## src/protect_sync_pkg.sv

```systemverilog
// Shared offsets, reset values, keys and carrier types for the protect/sync register bank
package protect_sync_pkg;

	localparam logic [4:0]  snapshot_addr      = 5'h07;
	localparam logic [4:0]  status_primary_addr = 5'h09;
	localparam logic [4:0]  protection_key_addr = 5'h0a;
	localparam logic [4:0]  align_capture_addr  = 5'h0b;
	localparam logic [4:0]  pulse_slot_addr     = 5'h0e;
	localparam logic [4:0]  secondary_status_addr = 5'h0f;

	localparam logic [7:0]  lock_key           = 8'hca;
	localparam logic [7:0]  unlock_key         = 8'h9c;
	localparam logic [7:0]  key_read_value     = 8'h00;
	localparam logic [7:0]  pulse_slot_reset   = 8'hff;
	localparam logic [11:0] counter_reset      = 12'h000;
	localparam logic [2:0]  version_default    = 3'h0;

	localparam int          align_bit          = 0;
	localparam int          capture_bit        = 1;
	localparam int          protected_bit      = 2;
	localparam int          missed_bit         = 3;

	localparam logic [1:0]  slot_div_last      = 2'h3;
	localparam int          key_write_cycles   = 1;

	typedef struct packed {
		logic       wr_en;
		logic       rd_en;
		logic [4:0] addr;
		logic [7:0] wdata;
	} reg_req_s;

	typedef struct packed {
		logic        valid;
		logic [15:0] data;
	} reg_rsp_s;

endpackage

```

## src/protect_sync_status_regs.sv

```systemverilog
// Protection key, align/capture strobes, pulse slot mask and status registers
`timescale 1ns/1ns
`default_nettype none

// How it works
// Key 0xca turns write protection on
// Key 0x9c turns write protection off
// Key register reads back as zero
// Host broadcasts align and capture together
// Align bit fires align pulse immediately
// Capture bit latches counter on write
// Align and capture bits self-clear next cycle
// Mask bit n gates pulse slot n
// All mask bits reset to one
// Missed access of outputs sets flag
// Reading secondary status clears missed flag
// Version number in status bits 2:0
// Reserved bits read zero, do nothing
// Protected flag shows lock state
// Twelve-bit snapshot readable at its register
// Locked config ignores writes until unlock
module protect_sync_status_regs
	import protect_sync_pkg::*;
#(
	parameter logic [2:0] version = version_default
)(
	// Clock and reset
	input  wire logic       mclk,
	input  wire logic       rst_n,
	// Register access from the serial front end
	input  wire reg_req_s   req,
	output var  reg_rsp_s   rsp,
	// Converter timing
	input  wire logic       sample_strobe,
	input  wire logic       output_access,
	// Control outputs
	output var  logic       align_pulse,
	output var  logic       capture_pulse,
	output var  logic       config_protected_flag,
	output var  logic       missed_sample_flag,
	output var  logic [7:0] pulse_slot_mask,
	output var  logic       pwm_pulse_en
);

	////////////////////////////////////////////////////////////////////////////////
	// Decode

	function automatic logic hit(input reg_req_s r, input logic [4:0] a);
		return r.addr == a;
	endfunction

	wire wr_key     = req.wr_en && hit(req, protection_key_addr);
	wire wr_align   = req.wr_en && hit(req, align_capture_addr);
	wire wr_mask    = req.wr_en && hit(req, pulse_slot_addr) && !config_protected_flag;
	wire rd_secondary_status = req.rd_en && hit(req, secondary_status_addr);

	logic [11:0] free_counter;
	logic [11:0] captured_counter_value;
	logic        accessed;

	wire  [7:0] secondary_status = {4'h0, missed_sample_flag, version};
	wire  [7:0] primary_status   = {5'h00, config_protected_flag, 2'h0};
	wire  [7:0] align_capture    = {6'h00, capture_pulse, align_pulse};

	wire [15:0] read_mux =
		hit(req, protection_key_addr)   ? {8'h00, key_read_value} :
		hit(req, align_capture_addr)    ? {8'h00, align_capture} :
		hit(req, pulse_slot_addr)       ? {8'h00, pulse_slot_mask} :
		hit(req, secondary_status_addr) ? {8'h00, secondary_status} :
		hit(req, status_primary_addr)   ? {8'h00, primary_status} :
		hit(req, snapshot_addr)         ? {4'h0, captured_counter_value} :
		16'h0000;

	wire missed_event = sample_strobe && !accessed;

	////////////////////////////////////////////////////////////////////////////////
	// Registers

	always_ff @(posedge mclk or negedge rst_n) begin
		if (!rst_n) begin
			config_protected_flag <= 1'b0;
		end else if (wr_key && req.wdata == lock_key) begin
			config_protected_flag <= 1'b1;
		end else if (wr_key && req.wdata == unlock_key) begin
			config_protected_flag <= 1'b0;
		end
	end

	// Strobes last one cycle after each write that sets their bit, then drop by themselves
	always_ff @(posedge mclk or negedge rst_n) begin
		if (!rst_n) begin
			align_pulse   <= 1'b0;
			capture_pulse <= 1'b0;
		end else begin
			align_pulse   <= wr_align && req.wdata[align_bit];
			capture_pulse <= wr_align && req.wdata[capture_bit];
		end
	end

	always_ff @(posedge mclk or negedge rst_n) begin
		if (!rst_n) begin
			free_counter           <= counter_reset;
			captured_counter_value <= counter_reset;
		end else begin
			free_counter <= free_counter + 12'h001;
			if (wr_align && req.wdata[capture_bit]) begin
				captured_counter_value <= free_counter;
			end
		end
	end

	always_ff @(posedge mclk or negedge rst_n) begin
		if (!rst_n) begin
			pulse_slot_mask <= pulse_slot_reset;
		end else if (wr_mask) begin
			pulse_slot_mask <= req.wdata;
		end
	end

	// A new sample ends the period; access in the same cycle counts for the next one
	always_ff @(posedge mclk or negedge rst_n) begin
		if (!rst_n) begin
			accessed <= 1'b1;
		end else if (output_access) begin
			accessed <= 1'b1;
		end else if (sample_strobe) begin
			accessed <= 1'b0;
		end
	end

	// Set wins over the clear-on-read
	always_ff @(posedge mclk or negedge rst_n) begin
		if (!rst_n) begin
			missed_sample_flag <= 1'b0;
		end else if (missed_event) begin
			missed_sample_flag <= 1'b1;
		end else if (rd_secondary_status) begin
			missed_sample_flag <= 1'b0;
		end
	end

	always_ff @(posedge mclk or negedge rst_n) begin
		if (!rst_n) begin
			rsp <= '0;
		end else begin
			rsp.valid <= req.rd_en;
			rsp.data  <= req.rd_en ? read_mux : 16'h0000;
		end
	end

	////////////////////////////////////////////////////////////////////////////////
	// Slot gate

	pulse_slot_gate u_gate (
		.mclk            (mclk),
		.rst_n           (rst_n),
		.pulse_slot_mask (pulse_slot_mask),
		.pwm_pulse_en    (pwm_pulse_en),
		.slot_index      ()
	);

	////////////////////////////////////////////////////////////////////////////////
	// Checks

	a_lock_sets: assert property (@(posedge mclk) disable iff (!rst_n)
		(wr_key && req.wdata == lock_key) |=> config_protected_flag)
		else $error("lock key did not protect");

	a_unlock_clears: assert property (@(posedge mclk) disable iff (!rst_n)
		(wr_key && req.wdata == unlock_key) |=> !config_protected_flag)
		else $error("unlock key did not unprotect");

	a_key_reads_zero: assert property (@(posedge mclk) disable iff (!rst_n)
		(req.rd_en && hit(req, protection_key_addr)) |=> (rsp.valid && rsp.data == 16'h0000))
		else $error("key register read not zero");

	a_align_one_cycle: assert property (@(posedge mclk) disable iff (!rst_n)
		(wr_align && req.wdata[align_bit]) |=> align_pulse)
		else $error("align pulse missing after write");

	a_capture_fires: assert property (@(posedge mclk) disable iff (!rst_n)
		(wr_align && req.wdata[capture_bit]) |=> capture_pulse)
		else $error("capture pulse missing after write");

	// Back-to-back writes may keep a strobe up, so only a quiet cycle must drop it
	a_strobes_drop: assert property (@(posedge mclk) disable iff (!rst_n)
		!wr_align |=> (!align_pulse && !capture_pulse))
		else $error("strobe did not clear itself");

	a_strobe_selfclear: assert property (@(posedge mclk) disable iff (!rst_n)
		(capture_pulse || align_pulse) |-> $past(wr_align))
		else $error("strobe held without a write");

	a_capture_value: assert property (@(posedge mclk) disable iff (!rst_n)
		capture_pulse |-> (captured_counter_value == free_counter - 12'h001))
		else $error("snapshot not taken at write");

	a_locked_mask_hold: assert property (@(posedge mclk) disable iff (!rst_n)
		config_protected_flag && !wr_key |=> $stable(pulse_slot_mask))
		else $error("mask changed while protected");

	a_missed_set: assert property (@(posedge mclk) disable iff (!rst_n)
		missed_event |=> missed_sample_flag)
		else $error("missed sample flag not set");

	a_read_clears: assert property (@(posedge mclk) disable iff (!rst_n)
		(rd_secondary_status && !missed_event) |=> !missed_sample_flag)
		else $error("status read did not clear flag");

	a_status_layout: assert property (@(posedge mclk) disable iff (!rst_n)
		(req.rd_en && hit(req, secondary_status_addr)) |=>
		(rsp.data[2:0] == version && rsp.data[7:4] == 4'h0))
		else $error("status layout wrong");

	a_mask_written: assert property (@(posedge mclk) disable iff (!rst_n)
		wr_mask |=> (pulse_slot_mask == $past(req.wdata)))
		else $error("mask write not taken while unprotected");

	a_protected_read: assert property (@(posedge mclk) disable iff (!rst_n)
		(req.rd_en && hit(req, status_primary_addr)) |=>
		(rsp.data[2] == $past(config_protected_flag)))
		else $error("protected flag not shown in primary status");

endmodule // protect_sync_status_regs

`default_nettype wire

```

## src/pulse_slot_gate.sv

```systemverilog
// Walks the eight input_clock/4 slots and gates the PWM pulse by the slot mask
`timescale 1ns/1ns
`default_nettype none

module pulse_slot_gate
	import protect_sync_pkg::*;
(
	// Clock and reset
	input  wire logic       mclk,
	input  wire logic       rst_n,
	// Slot mask
	input  wire logic [7:0] pulse_slot_mask,
	// Gated pulse enable and current slot
	output var  logic       pwm_pulse_en,
	output var  logic [2:0] slot_index
);

	logic [1:0] div;
	wire        div_wrap = (div == slot_div_last);

	always_ff @(posedge mclk or negedge rst_n) begin
		if (!rst_n) begin
			div          <= 2'h0;
			slot_index   <= 3'h0;
			pwm_pulse_en <= 1'b0;
		end else begin
			div          <= div + 2'h1;
			if (div_wrap) begin
				slot_index <= slot_index + 3'h1;
			end
			pwm_pulse_en <= pulse_slot_mask[slot_index] && (div == 2'h0);
		end
	end

	// Mask is sampled with the slot, so a mask write on that edge cannot upset the check
	a_slot_gated: assert property (@(posedge mclk) disable iff (!rst_n)
		(div == 2'h0 && pulse_slot_mask[slot_index]) |=> pwm_pulse_en)
		else $error("pulse enable missing in enabled slot");

	a_slot_masked: assert property (@(posedge mclk) disable iff (!rst_n)
		(div != 2'h0 || !pulse_slot_mask[slot_index]) |=> !pwm_pulse_en)
		else $error("pulse enable outside an enabled slot");

endmodule // pulse_slot_gate

`default_nettype wire

```

## config.mk

```make
export PLATFORM = sky130hd
export DESIGN_NAME = protect_sync_status_regs
export DESIGN_NICKNAME = d
export VERILOG_FILES = /design/src/protect_sync_pkg.sv /design/src/protect_sync_status_regs.sv /design/src/pulse_slot_gate.sv
export SDC_FILE = /design/constraint.sdc
export NUM_CORES = 1
export LEC_CHECK = 0
export ABC_AREA = 1
export ABC_CLOCK_PERIOD_IN_PS = 1300
export BUFFER_PORTS_ARGS = -buffer_cell sky130_fd_sc_hd__buf_2
export CAP_MARGIN = 25
export CORE_UTILIZATION = 45
export DETAILED_ROUTE_END_ITERATION = 8
export PLACE_DENSITY = 0.67
export SLEW_MARGIN = 40
export SYNTH_ARGS = -nofsm -noshare
export SYNTH_HDL_FRONTEND = slang
export SYNTH_SLANG_ARGS = --single-unit
export TNS_END_PERCENT = 30
```

## constraint.sdc

```tcl
create_clock -name mclk -period 1.3 [get_ports mclk]
set_input_delay 0.065 -clock mclk [delete_from_list [all_inputs] [get_ports mclk]]
set_output_delay 0.065 -clock mclk [all_outputs]
set_load 0.05 [all_outputs]
```

==> impl_metrics.tcl <==
set metrics [dict create \
    nets 370 \
    worstSetupStartpointType "flip-flop" \
    clk_pin_slew_ns 0.10 \
    ys_warn_count 0 \
    worst_setup_path_end_kind "flip-flop" \
    holdWs_ns 0.00839 \
    insertion_delay_ns 0.31 \
    grt_first_pass_wirelength_um 8560 \
    place_area_sq_um 2880 \
    slowest_stage "dfrtp_1" \
    power_mw 3.49 \
    criticalPathCategory "flip-flop to flip-flop" \
    p_leak_nw 1.59 \
    finalSetupTns_ns 0 \
    multiInputGateArea_sq_um 978 \
    synthFlopType "dfrtp_1" \
    remaining_drc_errors 0 \
    htree_levels 2 \
    maxSlewViolCount 0 \
    drt_iter0_markers 102 \
    maxCapViolations 0 \
    dr.pass1.iters 4 \
    core_sq_um 5470 \
    pre_cts_ws_ns 0.0443 \
    hpwl_um 3620 \
    cts_made_buffers 5 \
    grt_overflow_total 0 \
    die_area_sq_um 5980 \
    nFillCells 523 \
    path_cells "ha_2 > nand3_2 > nor3_2 > nand2_1 > xor2_1" \
    syn2layout_area_growth_pct 20.4 \
    vias 1994 \
    fin_crit_ns 1.26 \
    netlist-cell-type-count 27 \
    die_w_um 77.3 \
    clk_path_buf_depth 2 \
    layout.cells.non_filler 420 \
    status "completed" \
    portBuffers 44 \
    final_area_sq_um 3080 \
    worstPathRequired_ns 1.50 \
    initial_core_util_pct 46.7 \
    routabilityCongestion 0.808 \
    utilization_pct 56.2 \
    grt_antenna_before_repair 0 \
    powerDensity_nw_per_um2 1140 \
    synth_edf_count 0 \
    worst_slack_ns 0.0363 \
    grt_max_degree 46 \
    dpl.cell_count 404 \
    setup-violations-final 0 \
    cp_num_buf_inv 0 \
    antenna_left 0 \
    path_max_fanout 3 \
    ys_seq_area_share_pct 55.3 \
    drive_gt1_share_pct 26.7 \
    wl_per_cell_um 11.7 \
    synthArstFlopShare_pct 100 \
    hold_viol 0 \
    final_common_cell "nand2_1" \
    timing.final.crit_share_pct 97.2 \
    grt_pass1_vias 1971 \
    rows 27 \
    synth_cells 289 \
    cts_tree "yes" \
    syn_area_per_cell_sq_um 8.84 \
    irDropWorstVdd_uv 419 \
    clock_sinks 56 \
    worstHoldPathType "input pin to flip-flop" \
    finClkSkew_ns 0.00553 \
    critical-path-max-stage-delay_ns 0.40 \
    drt-vias-per-instance 4.75 \
    ys_ff_latch 56 \
    antennaDiodeCount 0 \
    max_freq_mhz 791 \
    crit_family "flip-flops" \
    io_pins 49 \
    die_y_um 77.3 \
    most-common-layout-cells "75 x nand2_1, 46 x dfrtp_1, 44 x buf_2, 35 x inv_1, 31 x nor2_1" \
    rsz0062_at_grt "true" \
    regArea_sq_um 1410 \
    cp.arrival_ns 1.47 \
    cts.root.buffer_cell "clkbuf_8" \
    syn_area_sq_um 2550 \
    grt_usage_pct 18.1 \
    routed_wl_um 4890 \
]
## cells in the mapped netlist, types with 5 or more instances
master / instances / area share [%]
a21oi_1: 6 / 1.2
nor2_1: 33 / 4.9
xor2_1: 9 / 3.1
nand3_1: 24 / 4.7
dfrtp_1: 47 / 46
o21ai_2: 10 / 3.4
dfstp_2: 9 / 9.3
o21ai_0: 7 / 1.4
nor3_1: 5 / 0.98
inv_1: 35 / 5.1
nand2_1: 75 / 11
## kinds of logic (layout without fill, tap and decap cells)
family | Yosys count | in the layout | share of synthesized area (%)
flops | 56 | 56 | 55.3
simple gates | 145 | 145 | 24.3
buf+inv | 45 | 101 | 7.89
compound gates | 29 | 29 | 7.35
fa+ha+maj | 4 | 4 | 1.96
other cells | 1 | 4 | 0.147
xor+xnor | 9 | 9 | 3.09
## sequential cells by signal (all words and copies together), names as in the netlist, 2 cells and up
register / flops
pulse_slot_mask: 8
u_gate.div: 2
rsp: 13
u_gate.slot_index: 3
captured_counter_value: 12
free_counter: 12
## repair_timing
item	in CTS	in global routing
gates resized for setup	0	7
hold buffers	6	0
buffers inserted	0	2
hold endpoints to repair	53	0
setup endpoints to repair	0	2
## layout make-up
class	count	share of cell area (%)
Clock inverter	2	0.448
Tap cell	72	2.93
Inverter	35	4.27
Multi-Input combinational cell	191	31.8
Timing Repair Buffer	58	11.9
Clock buffer	6	2.69
Sequential cell	56	46.0
## final timing paths
path	end	slack [ns]	start	cells after the start
max in group asynchronous	pulse_slot_mask[6]	0.57	rst_n	3
hold reg to reg	u_gate.div[0]	0.47	u_gate.div[0]	1
setup / recovery	free_counter[10]	0.04	free_counter[0]	5
setup reg to reg	free_counter[10]	0.04	free_counter[0]	5
min in group asynchronous	rsp[3]	0.16	rst_n	2
hold / removal	pulse_slot_mask[6]	0.008	req[6]	3
## power by group
group,internal [mW],switching [mW],total [mW],leakage (nW)
Clock,0.437,0.564,1.00,0.0516
Combinational,0.146,0.421,0.566,0.829
Sequential,1.86,0.0669,1.93,0.713
Total,2.44,1.05,3.49,1.59
## tightest hold or removal path: stages
cell     delay [ns]
buf_2          0.10
inv_1          0.08
o21ai_1        0.08
## per-layer routing
layer  vias to the layer above  GRT usage [%]  part of all wire (%)
met4                         0           6.23                   1.4
met1                       940           21.9                    46
met2                        37           31.9                    49
met5                         -              0                     0
met3                         8           3.65                   3.8
li1                       1009              -                     -
No activity file was read; power rests on OpenSTA's default activity.
